--- config.mk ---
export PLATFORM = sky130hd
export DESIGN_NAME = cvd_dual_converter_control
export DESIGN_NICKNAME = d
export VERILOG_FILES = /design/src/pkg/cvd_pkg.sv /design/src/cvd_trigger_sync.sv /design/src/cvd_conv_ctrl.sv /design/src/cvd_dual_converter_control.sv
export VERILOG_INCLUDE_DIRS = /design/src /design/src/pkg
export SDC_FILE = /design/constraint.sdc
export NUM_CORES = 1
export LEC_CHECK = 0
export BUFFER_PORTS_ARGS = -buffer_cell sky130_fd_sc_hd__buf_2
export CORE_MARGIN = 5
export CORE_UTILIZATION = 49
export DETAILED_ROUTE_END_ITERATION = 10
export HOLD_SLACK_MARGIN = 0.1
export PLACE_DENSITY = 0.84
export SKIP_CTS_REPAIR_TIMING = 1
export SYNTH_ARGS = -nofsm -noshare
export SYNTH_HDL_FRONTEND = slang
export SYNTH_HIERARCHICAL = 1
export SYNTH_SLANG_ARGS = --single-unit
export TNS_END_PERCENT = 30
--- constraint.sdc ---
create_clock -name core_clk_i -period 2.25 [get_ports core_clk_i]
set_input_delay 0.225 -clock core_clk_i [delete_from_list [all_inputs] [get_ports core_clk_i]]
set_output_delay 0.225 -clock core_clk_i [all_outputs]
set_load 0.03 [all_outputs]
--- src/pkg/cvd_params.svh ---
`ifndef CVD_PARAMS_SVH
`define CVD_PARAMS_SVH

// ----------------------------------------------------------------------
// Register byte offsets
// ----------------------------------------------------------------------
`define CVD_OFF_CONV1_CTRL0      8'h00
`define CVD_OFF_CONV1_SEC_LOW    8'h04
`define CVD_OFF_CONV1_SEC_HIGH   8'h08
`define CVD_OFF_CONV2_CTRL0      8'h0C
`define CVD_OFF_CONV2_SEC_LOW    8'h10
`define CVD_OFF_CONV2_SEC_HIGH   8'h14
`define CVD_OFF_SHARED_CTRL      8'h18
`define CVD_OFF_CONV1_TRIG       8'h1C
`define CVD_OFF_CONV2_TRIG       8'h20
`define CVD_OFF_CONV1_PRE_POL    8'h24
`define CVD_OFF_CONV2_PRE_POL    8'h28
`define CVD_OFF_GUARD_POL        8'h2C

// ----------------------------------------------------------------------
// Field positions
// ----------------------------------------------------------------------
`define CVD_BIT_ENABLE           0
`define CVD_BIT_START            1
`define CVD_PRI_LSB              2
`define CVD_PRI_MSB              7
`define CVD_BIT_JUSTIFY          7
`define CVD_CLKSEL_MSB           6
`define CVD_CLKSEL_LSB           4
`define CVD_BIT_NEG_REF          3
`define CVD_BIT_GO_ALL           2
`define CVD_POSREF_MSB           1
`define CVD_POSREF_LSB           0
`define CVD_TRIG_MSB             6
`define CVD_TRIG_LSB             4
`define CVD_BIT_EXT_POL          7
`define CVD_BIT_INT_POL          6
`define CVD_BIT_INV_EN           1
`define CVD_BIT_DBL_EN           0

// ----------------------------------------------------------------------
// Reset values and masks
// ----------------------------------------------------------------------
`define CVD_RST_BYTE             8'h00
`define CVD_TRIG_RD_MASK         8'h70
`define CVD_PRE_POL_RD_MASK      8'hC3
`define CVD_GUARD_RD_MASK        8'h03
`define CVD_CONV1_HIGH_SMALL     8'h03
`define CVD_CONV2_HIGH_SMALL     8'h07
`define CVD_FULL_MASK            8'hFF

// ----------------------------------------------------------------------
// Channel numbering of the secondary select bits
// ----------------------------------------------------------------------
`define CVD_CONV1_LOW_BASE       10
`define CVD_CONV1_HIGH_BASE      20
`define CVD_CONV2_LOW_BASE       20
`define CVD_CONV2_HIGH_BASE      30
`define CVD_SEC_SPLIT            10

`endif

--- src/pkg/cvd_pkg.sv ---
package cvd_pkg;

	typedef enum logic [2:0] {
		TRIG_NONE     = 3'h0,
		TRIG_RESERVED = 3'h1,
		TRIG_TIMER4_COUNT     = 3'h2,
		TRIG_TMR0     = 3'h3,
		TRIG_TMR1     = 3'h4,
		TRIG_TIMER2_COUNT     = 3'h5,
		TRIG_PIN_RISE = 3'h6,
		TRIG_PIN_FALL = 3'h7
	} trig_src_t;

	typedef enum logic [2:0] {
		ST_IDLE   = 3'b001,
		ST_FIRST  = 3'b010,
		ST_SECOND = 3'b100
	} conv_state_t;

	typedef struct packed {
		logic        enable;
		logic        busy;
		logic        second;
		logic        ext_pol;
		logic        int_pol;
		logic        guard_pol;
		logic [5:0]  primary;
		logic [15:0] connect;
		logic [15:0] tris_force;
	} afe_ctrl_t;

	typedef struct packed {
		logic        justify_right;
		logic        use_rc;
		logic [6:0]  fosc_div;
		logic        neg_ref_ext;
		logic [1:0]  pos_ref;
	} shared_cfg_t;

	typedef struct packed {
		logic        valid;
		logic        second;
		logic [15:0] data;
	} result_t;

endpackage

--- src/cvd_trigger_sync.sv ---
`timescale 1ns/1ps
`include "cvd_params.svh"

module cvd_trigger_sync (
	input  wire logic       core_clk_i,
	input  wire logic       rst_b_i,
	input  wire logic       ce_i,
	input  wire logic [4:0] raw_i,
	output logic      [4:0] rise_o,
	output logic            fall_o
);
	logic [4:0] meta_ff;
	logic [4:0] sync_ff;
	logic [4:0] prev_ff;

	// ------------------------------------------------------------------
	// Synchronise every source, then find its rising edge
	// ------------------------------------------------------------------
	genvar g;
	generate
		for (g = 0; g < 5; g++) begin : g_src
			always_ff @(posedge core_clk_i or negedge rst_b_i) begin
				if (!rst_b_i) begin
					meta_ff[g] <= 1'b0;
					sync_ff[g] <= 1'b0;
					prev_ff[g] <= 1'b0;
					rise_o[g]  <= 1'b0;
				end else if (ce_i) begin
					meta_ff[g] <= raw_i[g];
					sync_ff[g] <= meta_ff[g];
					prev_ff[g] <= sync_ff[g];
					rise_o[g]  <= sync_ff[g] & ~prev_ff[g];
				end
			end
		end
	endgenerate

	// Only the trigger pin, bit 4, has a falling edge of interest.
	always_ff @(posedge core_clk_i or negedge rst_b_i) begin
		if (!rst_b_i) begin
			fall_o <= 1'b0;
		end else if (ce_i) begin
			fall_o <= ~sync_ff[4] & prev_ff[4];
		end
	end
endmodule // cvd_trigger_sync

--- src/cvd_conv_ctrl.sv ---
`timescale 1ns/1ps
`include "cvd_params.svh"

module cvd_conv_ctrl #(
	parameter int LOW_BASE  = 10,
	parameter int HIGH_BASE = 20
) (
	input  wire logic         core_clk_i,
	input  wire logic         rst_b_i,
	input  wire logic         ce_i,
	input  wire logic         enable_i,
	input  wire logic [5:0]   primary_i,
	input  wire logic [15:0]  sec_sel_i,
	input  wire logic         start_set_i,
	input  wire logic         start_clr_i,
	input  wire logic         dbl_en_i,
	input  wire logic         inv_en_i,
	input  wire logic         ext_pol_i,
	input  wire logic         int_pol_i,
	input  wire logic         guard_pol_i,
	input  wire logic         justify_right_i,
	input  wire logic         conv_done_i,
	input  wire logic [9:0]   raw_result_i,
	output logic              busy_o,
	output cvd_pkg::afe_ctrl_t afe_o,
	output cvd_pkg::result_t  result_o
);
	import cvd_pkg::*;

	conv_state_t state_ff;
	conv_state_t nxt_state;
	logic [15:0] connect_c;
	logic        flip_c;

	// ------------------------------------------------------------------
	// Sequencer
	// ------------------------------------------------------------------
	always_comb begin
		nxt_state = state_ff;
		unique case (state_ff)
			ST_IDLE: begin
				if (start_set_i) begin
					nxt_state = ST_FIRST;
				end
			end
			ST_FIRST: begin
				if (start_clr_i) begin
					nxt_state = ST_IDLE;
				end else if (conv_done_i) begin
					nxt_state = dbl_en_i ? ST_SECOND : ST_IDLE;
				end
			end
			ST_SECOND: begin
				if (start_clr_i || conv_done_i) begin
					nxt_state = ST_IDLE;
				end
			end
			default: nxt_state = ST_IDLE;
		endcase
		if (!enable_i) begin
			nxt_state = ST_IDLE;
		end
	end

	always_ff @(posedge core_clk_i or negedge rst_b_i) begin
		if (!rst_b_i) begin
			state_ff <= ST_IDLE;
		end else if (ce_i) begin
			state_ff <= nxt_state;
		end
	end

	assign busy_o = (state_ff != ST_IDLE);

	// ------------------------------------------------------------------
	// Channel connection
	// ------------------------------------------------------------------
	genvar g;
	generate
		for (g = 0; g < 16; g++) begin : g_sec
			localparam int CH = (g < `CVD_SEC_SPLIT) ? LOW_BASE + g : HIGH_BASE + g;
			// A channel already chosen as primary stays primary only.
			assign connect_c[g] = enable_i & sec_sel_i[g]
				& (primary_i != 6'(CH));
		end
	endgenerate

	// Register values stay as written; only the driven copy is flipped.
	assign flip_c = dbl_en_i & inv_en_i & (state_ff == ST_SECOND);

	always_ff @(posedge core_clk_i or negedge rst_b_i) begin
		if (!rst_b_i) begin
			afe_o <= '0;
		end else if (ce_i) begin
			afe_o.enable     <= enable_i;
			afe_o.busy       <= busy_o;
			afe_o.second     <= (state_ff == ST_SECOND);
			afe_o.ext_pol    <= ext_pol_i ^ flip_c;
			afe_o.int_pol    <= int_pol_i ^ flip_c;
			afe_o.guard_pol  <= guard_pol_i ^ flip_c;
			afe_o.primary    <= primary_i;
			afe_o.connect    <= connect_c;
			afe_o.tris_force <= enable_i ? sec_sel_i : 16'h0000;
		end
	end

	// ------------------------------------------------------------------
	// Result loading
	// ------------------------------------------------------------------
	always_ff @(posedge core_clk_i or negedge rst_b_i) begin
		if (!rst_b_i) begin
			result_o <= '0;
		end else if (ce_i) begin
			result_o.valid  <= conv_done_i & busy_o;
			result_o.second <= (state_ff == ST_SECOND);
			if (conv_done_i && busy_o) begin
				result_o.data <= justify_right_i ? {6'h00, raw_result_i}
					: {raw_result_i, 6'h00};
			end
		end
	end
endmodule // cvd_conv_ctrl

--- src/cvd_dual_converter_control.sv ---
// The register addresses and the AHB-Lite slave port were decided locally.
`timescale 1ns/1ps
`include "cvd_params.svh"

module cvd_dual_converter_control #(
	parameter bit SMALL_VARIANT = 1'b0
) (
	input  wire logic                core_clk_i,
	input  wire logic                rst_b_i,
	input  wire logic                ce_i,
	input  wire logic                hsel_i,
	input  wire logic [31:0]         haddr_i,
	input  wire logic [1:0]          htrans_i,
	input  wire logic                hwrite_i,
	input  wire logic [2:0]          hsize_i,
	input  wire logic [31:0]         hwdata_i,
	input  wire logic                hready_i,
	output logic                     hreadyout_o,
	output logic [31:0]              hrdata_o,
	output logic                     hresp_o,
	input  wire logic                ext_trigger_pin_i,
	input  wire logic [3:0]          timer_event_i,
	input  wire logic [1:0]          conv_done_i,
	input  wire logic [9:0]          conv1_raw_i,
	input  wire logic [9:0]          conv2_raw_i,
	output logic [3:0]               timer_flag_set_o,
	output cvd_pkg::afe_ctrl_t       conv1_afe_o,
	output cvd_pkg::afe_ctrl_t       conv2_afe_o,
	output cvd_pkg::result_t         conv1_result_o,
	output cvd_pkg::result_t         conv2_result_o,
	output cvd_pkg::shared_cfg_t     shared_cfg_o
);
	import cvd_pkg::*;

	// ------------------------------------------------------------------
	// Declarations
	// ------------------------------------------------------------------
	logic [7:0]  ctrl0_ff [2];
	logic [7:0]  sec_low_ff [2];
	logic [7:0]  sec_high_ff [2];
	logic [7:0]  trig_ff [2];
	logic [7:0]  pre_pol_ff [2];
	logic [7:0]  shared_ff;
	logic [7:0]  guard_ff;
	logic        wr_pend_ff;
	logic        rd_pend_ff;
	logic [7:0]  addr_ff;
	logic [31:0] rdata_ff;
	logic        ready_ff;
	logic [7:0]  rd_mux_c;
	logic        addr_phase_c;
	logic [7:0]  wbyte_c;
	logic [7:0]  high_mask [2];
	logic [4:0]  evt_rise;
	logic        evt_fall;
	logic [1:0]  trig_pulse_c;
	logic [1:0]  busy_c;
	logic        go_all_c;
	logic [1:0]  wr_ctrl0_c;

	assign high_mask[0] = SMALL_VARIANT ? `CVD_CONV1_HIGH_SMALL : `CVD_FULL_MASK;
	assign high_mask[1] = SMALL_VARIANT ? `CVD_CONV2_HIGH_SMALL : `CVD_FULL_MASK;

	// ------------------------------------------------------------------
	// AHB-Lite slave
	// ------------------------------------------------------------------
	// Reads take one wait state so that a write just before is visible.
	assign addr_phase_c = hsel_i & htrans_i[1] & hready_i;
	assign wbyte_c      = hwdata_i[7:0];

	always_ff @(posedge core_clk_i or negedge rst_b_i) begin
		if (!rst_b_i) begin
			wr_pend_ff <= 1'b0;
			rd_pend_ff <= 1'b0;
			addr_ff    <= 8'h00;
			ready_ff   <= 1'b1;
		end else if (ce_i) begin
			if (addr_phase_c) begin
				wr_pend_ff <= hwrite_i;
				rd_pend_ff <= ~hwrite_i;
				addr_ff    <= haddr_i[7:0];
				ready_ff   <= hwrite_i;
			end else begin
				wr_pend_ff <= 1'b0;
				rd_pend_ff <= 1'b0;
				ready_ff   <= 1'b1;
			end
		end
	end

	always_ff @(posedge core_clk_i or negedge rst_b_i) begin
		if (!rst_b_i) begin
			rdata_ff <= 32'h0000_0000;
		end else if (ce_i && rd_pend_ff) begin
			rdata_ff <= {24'h00_0000, rd_mux_c};
		end
	end

	assign hreadyout_o = ready_ff;
	assign hrdata_o    = rdata_ff;
	assign hresp_o     = 1'b0;

	always_comb begin
		rd_mux_c = 8'h00;
		unique case (addr_ff)
			`CVD_OFF_CONV1_CTRL0:    rd_mux_c = {ctrl0_ff[0][7:2], busy_c[0], ctrl0_ff[0][0]};
			`CVD_OFF_CONV1_SEC_LOW:  rd_mux_c = sec_low_ff[0];
			`CVD_OFF_CONV1_SEC_HIGH: rd_mux_c = sec_high_ff[0] & high_mask[0];
			`CVD_OFF_CONV2_CTRL0:    rd_mux_c = {ctrl0_ff[1][7:2], busy_c[1], ctrl0_ff[1][0]};
			`CVD_OFF_CONV2_SEC_LOW:  rd_mux_c = sec_low_ff[1];
			`CVD_OFF_CONV2_SEC_HIGH: rd_mux_c = sec_high_ff[1] & high_mask[1];
			`CVD_OFF_SHARED_CTRL: begin
				rd_mux_c = shared_ff;
				rd_mux_c[`CVD_BIT_GO_ALL] = |busy_c;
			end
			`CVD_OFF_CONV1_TRIG:     rd_mux_c = trig_ff[0] & `CVD_TRIG_RD_MASK;
			`CVD_OFF_CONV2_TRIG:     rd_mux_c = trig_ff[1] & `CVD_TRIG_RD_MASK;
			`CVD_OFF_CONV1_PRE_POL:  rd_mux_c = pre_pol_ff[0] & `CVD_PRE_POL_RD_MASK;
			`CVD_OFF_CONV2_PRE_POL:  rd_mux_c = pre_pol_ff[1] & `CVD_PRE_POL_RD_MASK;
			`CVD_OFF_GUARD_POL:      rd_mux_c = guard_ff & `CVD_GUARD_RD_MASK;
			default:                 rd_mux_c = 8'h00;
		endcase
	end

	// ------------------------------------------------------------------
	// Shared and guard registers
	// ------------------------------------------------------------------
	// The go-all bit is not stored; it is a write strobe and a status read.
	assign go_all_c = wr_pend_ff & (addr_ff == `CVD_OFF_SHARED_CTRL)
		& wbyte_c[`CVD_BIT_GO_ALL];

	always_ff @(posedge core_clk_i or negedge rst_b_i) begin
		if (!rst_b_i) begin
			shared_ff <= `CVD_RST_BYTE;
		end else if (ce_i && wr_pend_ff && addr_ff == `CVD_OFF_SHARED_CTRL) begin
			shared_ff <= wbyte_c & ~(8'h01 << `CVD_BIT_GO_ALL);
		end
	end

	always_ff @(posedge core_clk_i or negedge rst_b_i) begin
		if (!rst_b_i) begin
			guard_ff <= `CVD_RST_BYTE;
		end else if (ce_i && wr_pend_ff && addr_ff == `CVD_OFF_GUARD_POL) begin
			guard_ff <= wbyte_c & `CVD_GUARD_RD_MASK;
		end
	end

	// ------------------------------------------------------------------
	// Shared configuration decode
	// ------------------------------------------------------------------
	always_ff @(posedge core_clk_i or negedge rst_b_i) begin
		if (!rst_b_i) begin
			shared_cfg_o <= '0;
		end else if (ce_i) begin
			shared_cfg_o.justify_right <= shared_ff[`CVD_BIT_JUSTIFY];
			shared_cfg_o.neg_ref_ext   <= shared_ff[`CVD_BIT_NEG_REF];
			// Code 01 is reserved; it is passed on untouched for the front end to ignore.
			shared_cfg_o.pos_ref <= shared_ff[`CVD_POSREF_MSB:`CVD_POSREF_LSB];
			unique case (shared_ff[`CVD_CLKSEL_MSB:`CVD_CLKSEL_LSB])
				3'h0: begin
					shared_cfg_o.use_rc   <= 1'b0;
					shared_cfg_o.fosc_div <= 7'd2;
				end
				3'h1: begin
					shared_cfg_o.use_rc   <= 1'b0;
					shared_cfg_o.fosc_div <= 7'd8;
				end
				3'h2: begin
					shared_cfg_o.use_rc   <= 1'b0;
					shared_cfg_o.fosc_div <= 7'd32;
				end
				3'h4: begin
					shared_cfg_o.use_rc   <= 1'b0;
					shared_cfg_o.fosc_div <= 7'd4;
				end
				3'h5: begin
					shared_cfg_o.use_rc   <= 1'b0;
					shared_cfg_o.fosc_div <= 7'd16;
				end
				3'h6: begin
					shared_cfg_o.use_rc   <= 1'b0;
					shared_cfg_o.fosc_div <= 7'd64;
				end
				default: begin
					shared_cfg_o.use_rc   <= 1'b1;
					shared_cfg_o.fosc_div <= 7'd0;
				end
			endcase
		end
	end

	// ------------------------------------------------------------------
	// Trigger sources
	// ------------------------------------------------------------------
	cvd_trigger_sync u_trig_sync (
		.core_clk_i (core_clk_i),
		.rst_b_i    (rst_b_i),
		.ce_i       (ce_i),
		.raw_i      ({ext_trigger_pin_i, timer_event_i}),
		.rise_o     (evt_rise),
		.fall_o     (evt_fall)
	);

	// The timer flags are raised whether or not a converter uses the event.
	assign timer_flag_set_o = evt_rise[3:0];

	// ------------------------------------------------------------------
	// Per-converter registers and sequencers
	// ------------------------------------------------------------------
	genvar g;
	generate
		for (g = 0; g < 2; g++) begin : g_conv
			localparam logic [7:0] OFF_CTRL0 = g ? `CVD_OFF_CONV2_CTRL0 : `CVD_OFF_CONV1_CTRL0;
			localparam logic [7:0] OFF_LOW   = g ? `CVD_OFF_CONV2_SEC_LOW : `CVD_OFF_CONV1_SEC_LOW;
			localparam logic [7:0] OFF_HIGH  = g ? `CVD_OFF_CONV2_SEC_HIGH : `CVD_OFF_CONV1_SEC_HIGH;
			localparam logic [7:0] OFF_TRIG  = g ? `CVD_OFF_CONV2_TRIG : `CVD_OFF_CONV1_TRIG;
			localparam logic [7:0] OFF_POL   = g ? `CVD_OFF_CONV2_PRE_POL : `CVD_OFF_CONV1_PRE_POL;
			localparam int LO_BASE = g ? `CVD_CONV2_LOW_BASE : `CVD_CONV1_LOW_BASE;
			localparam int HI_BASE = g ? `CVD_CONV2_HIGH_BASE : `CVD_CONV1_HIGH_BASE;
			trig_src_t  trig_sel_c;
			logic       start_set_c;
			logic       start_clr_c;
			afe_ctrl_t  afe_c;
			result_t    res_c;

			assign wr_ctrl0_c[g] = wr_pend_ff & (addr_ff == OFF_CTRL0);

			always_ff @(posedge core_clk_i or negedge rst_b_i) begin
				if (!rst_b_i) begin
					ctrl0_ff[g]    <= `CVD_RST_BYTE;
					sec_low_ff[g]  <= `CVD_RST_BYTE;
					sec_high_ff[g] <= `CVD_RST_BYTE;
					trig_ff[g]     <= `CVD_RST_BYTE;
					pre_pol_ff[g]  <= `CVD_RST_BYTE;
				end else if (ce_i && wr_pend_ff) begin
					if (addr_ff == OFF_CTRL0) begin
						ctrl0_ff[g] <= wbyte_c;
					end
					if (addr_ff == OFF_LOW) begin
						sec_low_ff[g] <= wbyte_c;
					end
					if (addr_ff == OFF_HIGH) begin
						sec_high_ff[g] <= wbyte_c & high_mask[g];
					end
					if (addr_ff == OFF_TRIG) begin
						trig_ff[g] <= wbyte_c & `CVD_TRIG_RD_MASK;
					end
					if (addr_ff == OFF_POL) begin
						pre_pol_ff[g] <= wbyte_c & `CVD_PRE_POL_RD_MASK;
					end
				end
			end

			assign trig_sel_c = trig_src_t'(trig_ff[g][`CVD_TRIG_MSB:`CVD_TRIG_LSB]);

			always_comb begin
				trig_pulse_c[g] = 1'b0;
				unique case (trig_sel_c)
					TRIG_PIN_FALL: trig_pulse_c[g] = evt_fall;
					TRIG_PIN_RISE: trig_pulse_c[g] = evt_rise[4];
					TRIG_TIMER2_COUNT:     trig_pulse_c[g] = evt_rise[3];
					TRIG_TMR1:     trig_pulse_c[g] = evt_rise[2];
					TRIG_TMR0:     trig_pulse_c[g] = evt_rise[1];
					TRIG_TIMER4_COUNT:     trig_pulse_c[g] = evt_rise[0];
					TRIG_RESERVED: trig_pulse_c[g] = 1'b0;
					TRIG_NONE:     trig_pulse_c[g] = 1'b0;
				endcase
			end

			// Only an enabled converter responds to go-all or a trigger.
			assign start_set_c = ctrl0_ff[g][`CVD_BIT_ENABLE] & (go_all_c | trig_pulse_c[g]
				| (wr_ctrl0_c[g] & wbyte_c[`CVD_BIT_START] & wbyte_c[`CVD_BIT_ENABLE]));
			// Clearing the start bit by software aborts the running conversion.
			assign start_clr_c = wr_ctrl0_c[g] & ~wbyte_c[`CVD_BIT_START];

			cvd_conv_ctrl #(
				.LOW_BASE  (LO_BASE),
				.HIGH_BASE (HI_BASE)
			) u_conv (
				.core_clk_i      (core_clk_i),
				.rst_b_i         (rst_b_i),
				.ce_i            (ce_i),
				.enable_i        (ctrl0_ff[g][`CVD_BIT_ENABLE]),
				.primary_i       (ctrl0_ff[g][`CVD_PRI_MSB:`CVD_PRI_LSB]),
				.sec_sel_i       ({sec_high_ff[g] & high_mask[g], sec_low_ff[g]}),
				.start_set_i     (start_set_c),
				.start_clr_i     (start_clr_c),
				.dbl_en_i        (pre_pol_ff[g][`CVD_BIT_DBL_EN]),
				.inv_en_i        (pre_pol_ff[g][`CVD_BIT_INV_EN]),
				.ext_pol_i       (pre_pol_ff[g][`CVD_BIT_EXT_POL]),
				.int_pol_i       (pre_pol_ff[g][`CVD_BIT_INT_POL]),
				.guard_pol_i     (guard_ff[g]),
				.justify_right_i (shared_ff[`CVD_BIT_JUSTIFY]),
				.conv_done_i     (conv_done_i[g]),
				.raw_result_i    (g ? conv2_raw_i : conv1_raw_i),
				.busy_o          (busy_c[g]),
				.afe_o           (afe_c),
				.result_o        (res_c)
			);

			if (g == 0) begin : g_out1
				assign conv1_afe_o    = afe_c;
				assign conv1_result_o = res_c;
			end else begin : g_out2
				assign conv2_afe_o    = afe_c;
				assign conv2_result_o = res_c;
			end
		end
	endgenerate
endmodule // cvd_dual_converter_control

==> impl_results.md, run 1 <==
* Placed Area at 13,100 um2
* Final slew viol count at 0
* Share of cells above drive strength 1 at 37.7%
* Met3 wire len at 2.54 mm
* Routed vias at slightly below 9,000
* Layout Skew at 0.0231 ns
* Top cell type's share of synthesized area at 52.5%
* I/O pin count at 276
* Startpoint Class: register
* Slowest cell on the critical path: or4b_1
* Skew-Pair Late Insertion Delay at 0.54 ns
* Initial antenna violation count at 1
* Routed len/inst at between 20 and 25 um
* Dpl ws at 0.0339 ns
* Fin crit share at a little over nine tenths
* RSZ-0062 raised after global routing: yes
* Post-Syn Instances at 969
* Worst Hold Class: in2reg
* Fillers at 1,822
* Top cells by area, synth: dfrtp_1 (52%), mux2_2 (10%), mux2_4 (3.6%), mux2i_1 (2.6%), o21ai_0 (2.2%)
* Rel. slew slack at 55.6%
* Critical Setup Path Class: reg2reg
* Post-synth EDFFs at 0
* Num CTS Buffers at 26
* Top sig layer: met4
* Req. time, crit path at 2.70 ns
* Largest net degree at the start of global routing at 84
* Mean Syn Cell Area at 12.1 um2
* First-pass GRT wire length at about 48 mm
* Detail Placement HPWL at 22.0 mm
* CTS tree: yes
* DRC Markers at 0
* Syn-to-layout area delta at 23.0%
* Crit end category: register
* Final min period at 2.19 ns
* Synthesized area at 11,700 um2
* Top-count cell post-synth: dfrtp_1
* H-tree Lvls at 1
* Met1 WL at 13.2 mm
* Actual slew at the worst max-slew pin at 0.665 ns
* Core area at 23,500 um2
* Die W at 164 um
* Routed WL at between 30 and 40 mm
* WP data arrival at approximately 2.6 ns
* Yosys synthesis warning count at 6
* Clk buf depth at 3
* Peak VDD IR at 0.584 mV
* Finished Layout Cells at 1,566
* Hold Vio Cnt, Final at 0
* Drt initial violations at between 700 and 800
* Worst path max stage delay at 0.54 ns
* Setup-failing EPs final at 0
* Initial Utilization at about half
* Area leader, netlist: dfrtp_1
* Vias/cell at 5.53
* Row count at 56
* Clock sink count at 248
* # Max-Cap Violations at 0
* Commonest cells post-synth: dfrtp_1 (245), mux2_2 (104), nand2_1 (61)
* Most used DFF post-synth: dfrtp_1
* Met2 wire len at between 15 and 20 mm
* Seq/Total Area, Yosys at 53.2%
* Seq cells post-synth at 248
* Crit path max fanout at 6
* Chip Height at 164 um
* Reg clk slew, reported paths at 0.06 ns
* Final Net Count at 1,328
* Status: complete, no violations
* Placed insts at 1,479
* R2R Setup Slk at 0.06 ns
* Upper clock frequency limit at 0.457 GHz
* Global route overflow at 0
* Post-route ant nets at 0
* Final WS setup at roughly 0.063 ns
* Async SR Flop Fraction at between 90% and 100%
* Final Core Density at 61.2%
* Pleak at 0.00711 uW
* Buf/Inv on CP at 1
* Final instance area at 14,400 um2
* Routability Congestion at a little over 0.9
* I/O Buffers at just under 200
* Die area at between 20,000 and 30,000 um2
* Hold Slack at 0.0955 ns
* Tot GR Track Use at between 20 and 25%
* Family with the most delay on the worst path: simple AND/OR/NAND/NOR gates
* Drt first pass iters at 5
* PwrDens at a little under 800 nW/um2
* Root Driver: clkbuf_16
* Number of global-route vias before repair at approximately 8,500
* Count of cell types in the netlist at 87
* Worst-path cell chain: or4b_1, nor2_1, and2_1, o21ai_1, a21boi_1, inv_1, a31o_2, a22o_1
-- worst reg2reg max path: stages, from the launching register on --
cell and delay [ns]:
dfrtp_2 0.44, or4b_1 0.54, nor2_1 0.18, and2_1 0.18, o21ai_1 0.08, a21boi_1 0.22
inv_1 0.08, a31o_2 0.21, a22o_1 0.18
-- registers in the layout (all words and copies together), names as in the netlist, 8 cells and up --
register                cells
sec_high_ff                16
hrdata_o                    8
g_conv.u_conv/result_o     36
addr_ff                     8
shared_cfg_o               11
ctrl0_ff                   14
pre_pol_ff                  8
g_conv.u_conv/afe_o        86
sec_low_ff                 16
-- kinds of logic (layout without fill, tap and decap cells) --
kind of cell	count (synthesis)	after routing	synth area share, %
multiplexers	180	180	18.2
other	1	27	0.0321
XOR/XNOR	2	2	0.150
buffers and inverters	138	390	6.30
AND/OR/NAND/NOR	240	240	12.7
flip-flops	248	248	53.2
AO/OA/AOI/OAI	160	160	9.47
-- path summary, 6_finish.rpt --
check	from	to	cells after the start
setup / recovery	addr_ff[7]	g_conv[0].u_conv/state_ff[0]	8
hold / removal	conv2_raw_i[8]	g_conv[1].u_conv/result_o[14]	3
setup reg to reg	addr_ff[7]	g_conv[0].u_conv/state_ff[0]	8
hold reg to reg	u_trig_sync/prev_ff[2]	u_trig_sync/rise_o[2]	1
max in group asynchronous	rst_b_i	hreadyout_o	3
min in group asynchronous	rst_b_i	g_conv[1].u_conv/result_o[3]	2
-- cell usage in the layout (no fill, tap or decap), drive strengths merged, types with 4 or more instances in the layout --
master | netlist | final
nor2b | 21 | 21
a21o | 15 | 15
a211o | 4 | 4
o21ai | 55 | 55
and3 | 6 | 6
conb | 1 | 26
nor2 | 39 | 39
or4b | 5 | 5
a21oi | 9 | 9
nand4bb | 4 | 4
nor4 | 9 | 9
clkinv | 1 | 10
nor3b | 6 | 6
o2bb2ai | 19 | 19
o22ai | 5 | 5
clkbuf | 31 | 33
nor3 | 6 | 6
a211oi | 10 | 10
nand3b | 9 | 9
dlygate4sd3 | 0 | 36
buf | 52 | 251
nor4b | 6 | 6
inv | 54 | 54
dfrtp | 245 | 245
mux2 | 147 | 147
a22oi | 9 | 9
nand3 | 27 | 27
or3 | 4 | 4
a31oi | 4 | 4
a22o | 8 | 8
or3b | 4 | 4
nand2 | 63 | 63
nand2b | 7 | 7
mux2i | 30 | 30
-- cell type report --
| type | count | area (um2) | share of cell area [%] |
|---|---|---|---|
| Sequential cell | 248 | 6210 | 43.2 |
| Multi-Input combinational cell | 608 | 4850 | 33.8 |
| Timing Repair Buffer | 287 | 1810 | 12.6 |
| Clock buffer | 33 | 717 | 4.99 |
| Tap cell | 319 | 399 | 2.78 |
| Inverter | 55 | 206 | 1.44 |
| Clock inverter | 15 | 169 | 1.18 |
| Antenna cell | 1 | 2.50 | 0.0174 |
-- metal layers --
layer  GRT usage [%]  up-vias
li1                -     3930
met1            31.0     4341
met2            36.3      342
met3            4.62       51
met4            4.88        0
met5               0        -
-- metrics by stage --
| step | power (uW) | setup TNS (ns) |
|---|---|---|
| final | 11400 | 0 |
| after global routing | 11800 | -0.0473 |
| after CTS | 11400 | 0 |
| after detailed placement | 6980 | 0 |
| after global placement | 6930 | 0 |
| after floorplan | 6330 | 0 |
-- report_power, final --
| part | total [uW] | leakage (uW) | switching [uW] | internal (uW) |
|---|---|---|---|---|
| clock | 4370 | 0.000434 | 1760 | 2610 |
| combinational | 1930 | 0.00335 | 1170 | 767 |
| sequential | 5060 | 0.00333 | 286 | 4770 |
| total | 11400 | 0.00711 | 3220 | 8140 |
(Power assumes the default switching activity.)
==> run 2: changes to the inputs <==
--- a/config.mk
+++ b/config.mk
@@ -7,6 +7,7 @@
 export NUM_CORES = 1
 export LEC_CHECK = 0
 export BUFFER_PORTS_ARGS = -buffer_cell sky130_fd_sc_hd__buf_2
+export CORE_ASPECT_RATIO = 0.7
 export CORE_MARGIN = 5
 export CORE_UTILIZATION = 49
 export DETAILED_ROUTE_END_ITERATION = 10
==> impl_results.md, run 2 (synthesis results as in run 1) <==
* Num CTS Buffers at 25 (was 26)
* Clk buf depth at 3 (unchanged)
* Chip Height at 139 um (was 164 um)
* Post-route ant nets at 0 (unchanged)
* Switching Fraction at 28.3% (about the same)
* Routability Congestion at 0.964 (was 0.929)
* R2r startpoint: addr_ff[7] (unchanged)
* Hold Vio Cnt, Final at 0 (unchanged)
* Vias/cell at 5.55 (was 5.53)
* Hold Slack at 0.0972 ns (was 0.0955 ns)
* Clock sink count at 248 (unchanged)
* Number of global-route vias before repair at 8,422 (was 8,505)
* # Max-Cap Violations at 0 (unchanged)
* Drt initial violations at 688 (was 729)
* I/O Buffers at 197 (unchanged)
* Final Net Count at 1,324 (was 1,328)
* Req. time, crit path at 2.65 ns (was 2.70 ns)
* Core area at 23,600 um2 (was 23,500 um2)
* Clock power frac at 37.2% (was 38.5%)
* Drt first pass iters at 5 (unchanged)
* RSZ-0062 raised after global routing: yes (unchanged)
* Die area at 27,100 um2 (was 27,000 um2)
* Initial antenna violation count at 0 (was 1)
* Routed len/inst at 20.4 um (was 20.1 um)
* Routed vias at 8,649 (was 8,664)
* Worst Reg2Reg Path Length in Cells at 6 (was 8)
* Actual slew at the worst max-slew pin at 0.620 ns (was 0.665 ns)
* CTS tree: yes (unchanged)
* Worst Hold End: g_conv[0].u_conv/result_o[9] (was g_conv[1].u_conv/result_o[14])
* Regs by FF count: g_conv.u_conv/afe_o: 86 flops, g_conv.u_conv/result_o: 36 flops (unchanged)
* Grt peak-use layer: met1 (was met2)
* Syn-to-layout area delta at 22.1% (was 23.0%)
* Largest net degree at the start of global routing at 53 (was 84)
* Hold depth at 3 (unchanged)
* Status: complete, no violations (unchanged)
* Met2 Use GR at 33.6% (was 36.3%)
* Setup-failing EPs final at 0 (unchanged)
* DRC Markers at 0 (unchanged)
* Share of cells above drive strength 1 at 37.6% (was 37.7%)
* Worst reg2reg endpoint: g_conv[0].u_conv/state_ff[1] (was g_conv[0].u_conv/state_ff[0])
* Startpoint Class: register (unchanged)
* Peak VDD IR at 0.570 mV (was 0.584 mV)
* R2R Setup Slk at 0.03 ns (was 0.06 ns)
* Comb pwr share at 17.6% (was 17.0%)
* H-tree Lvls at 1 (unchanged)
* Hold Startpoint: conv1_raw_i[9] (was conv2_raw_i[8])
* Cell Int Power at 8020 uW (was 8140 uW)
* Global route overflow at 0 (unchanged)
* Final Core Density at 60.5% (was 61.2%)
* Slowest cell on the critical path: or4_4 (was or4b_1)
* N_diodes at 0 (was 1)
* Row count at 47 (was 56)
* Pleak at 0.00707 uW (was 0.00711 uW)
* Max reg flops at 86 (unchanged)
* First-pass GRT wire length at 49.1 mm (was 47.6 mm)
* Detail Placement HPWL at 22.5 mm (was 22.0 mm)
* WP data arrival at 2.62 ns (was 2.64 ns)
* Reg clk slew, reported paths at 0.06 ns (about the same)
* Setup TNS Final at 0 ns (unchanged)
* Power, Total at 11,200 uW (was 11,400 uW)
* Tot GR Track Use at 22.3% (was 22.2%)
* Crit path max fanout at 6 (unchanged)
* Critical Setup Path Class: reg2reg (unchanged)
* Worst path max stage delay at 0.54 ns (about the same)
* Rel. slew slack at 58.1% (was 55.6%)
* Met3 usage at 4.93% (was 4.62%)
* Fin crit share at 98.5% (was 97.2%)
* Final slew viol count at 0 (unchanged)
* Met1 global-route usage at 33.9% (was 31.0%)
* Upper clock frequency limit at 0.451 GHz (was 0.457 GHz)
* Final min period at 2.22 ns (was 2.19 ns)
* Sequential power share at 45.1% (was 44.5%)
* Worst-path cell chain: or4_4, nor4_4, buf_4, nor4b_1, a21oi_1, mux2_2 (was or4b_1, nor2_1, and2_1, o21ai_1, a21boi_1, inv_1, a31o_2, a22o_1)
* Placed insts at 1,481 (was 1,479)
* Crit end category: register (unchanged)
* I/O pin count at 276 (unchanged)
* Routed WL at 31.7 mm (was 31.4 mm)
* Worst Hold Class: in2reg (unchanged)
* Largest Register: g_conv.u_conv/afe_o (unchanged)
* Most common cell after layout, fill and taps aside: dfrtp_1 (unchanged)
* Skew-Pair Late Insertion Delay at 0.52 ns (was 0.54 ns)
* Commonest non-fill, non-tap cells in the layout: dfrtp_1 (242), buf_2 (195), mux2_2 (104) (was dfrtp_1 (243), buf_2 (195), mux2_2 (104))
* PwrDens at 784 nW/um2 (was 790 nW/um2)
* Finished Layout Cells at 1,558 (was 1,566)
* Initial Utilization at 49.5% (was 49.8%)
* Die W at 195 um (was 164 um)
* Net Sw Power at 3170 uW (was 3220 uW)
* Layout Skew at 0.0133 ns (was 0.0231 ns)
* Root Driver: clkbuf_16 (unchanged)
-- run 2: cell types whose count changed in the layout (fill, tap and decap cells not counted), sizes merged --
cell	previous run	this run
bufinv	3	2
clkinvlp	3	1
diode	1	0
clkinv	10	4
dlygate4sd3	36	32
clkbuf	33	39
buf	251	252
-- run 2: area by class of cell --
| class | count | area [um2] |
|---|---|---|
| fillers | 1899 | 9310 |
| flip-flops and latches | 248 | 6210 |
| multi-input cells | 608 | 4860 |
| repair buffers | 284 | 1770 |
| clock buffers | 39 | 738 |
| well taps | 318 | 398 |
| inverters | 55 | 206 |
| clock inverters | 6 | 82.6 |
-- run 2: how the worst max path moves through the flow --
| stage | start | endpoint | slack (ns) |
|---|---|---|---|
| after CTS | addr_ff[5] | g_conv[0].u_conv/state_ff[1] | 0.02 |
| after global placement | addr_ff[5] | g_conv[0].u_conv/state_ff[2] | 0.09 |
| after floorplan | addr_ff[1] | g_conv[0].u_conv/state_ff[1] | 0.05 |
| after detailed placement | addr_ff[7] | g_conv[0].u_conv/state_ff[1] | 0.03 |
| final | addr_ff[7] | g_conv[0].u_conv/state_ff[1] | 0.03 |
| after global routing | addr_ff[7] | g_conv[1].u_conv/state_ff[0] | -0.03 |
-- run 2: power by group through the flow --
stage          sequential (uW)  clock (uW)  combinational, uW
2_1_floorplan             5370           0                955
3_3_place_gp              5090           0               1870
3_5_place_dp              5110           0               1890
4_1_cts                   5040        4280               1900
5_1_grt                   5090        4460               2090
6_report                  5050        4170               1970
-- run 2: per-layer routing --
metal,vias to the layer above,wire [um]
met5,-,0
met4,0,506
met3,37,2510
met2,339,14300
met1,4356,14400
li1,3917,-
-- run 2: per-stage QoR --
stage	area [um2]	setup WS, ns
finish	14300	0.0346
global route	14300	-0.0264
CTS	13900	0.0221
detailed placement	13100	0.0266
global placement	13100	0.0894
floorplan	11800	0.0494
-- run 2: critical path: cells and delay by family, from the launching register on --
kind / cells / cell delay [ns]
simple gates: 3 / 0.81
flops: 1 / 0.45
mux: 1 / 0.38
compound gates: 1 / 0.29
buf+inv: 1 / 0.17
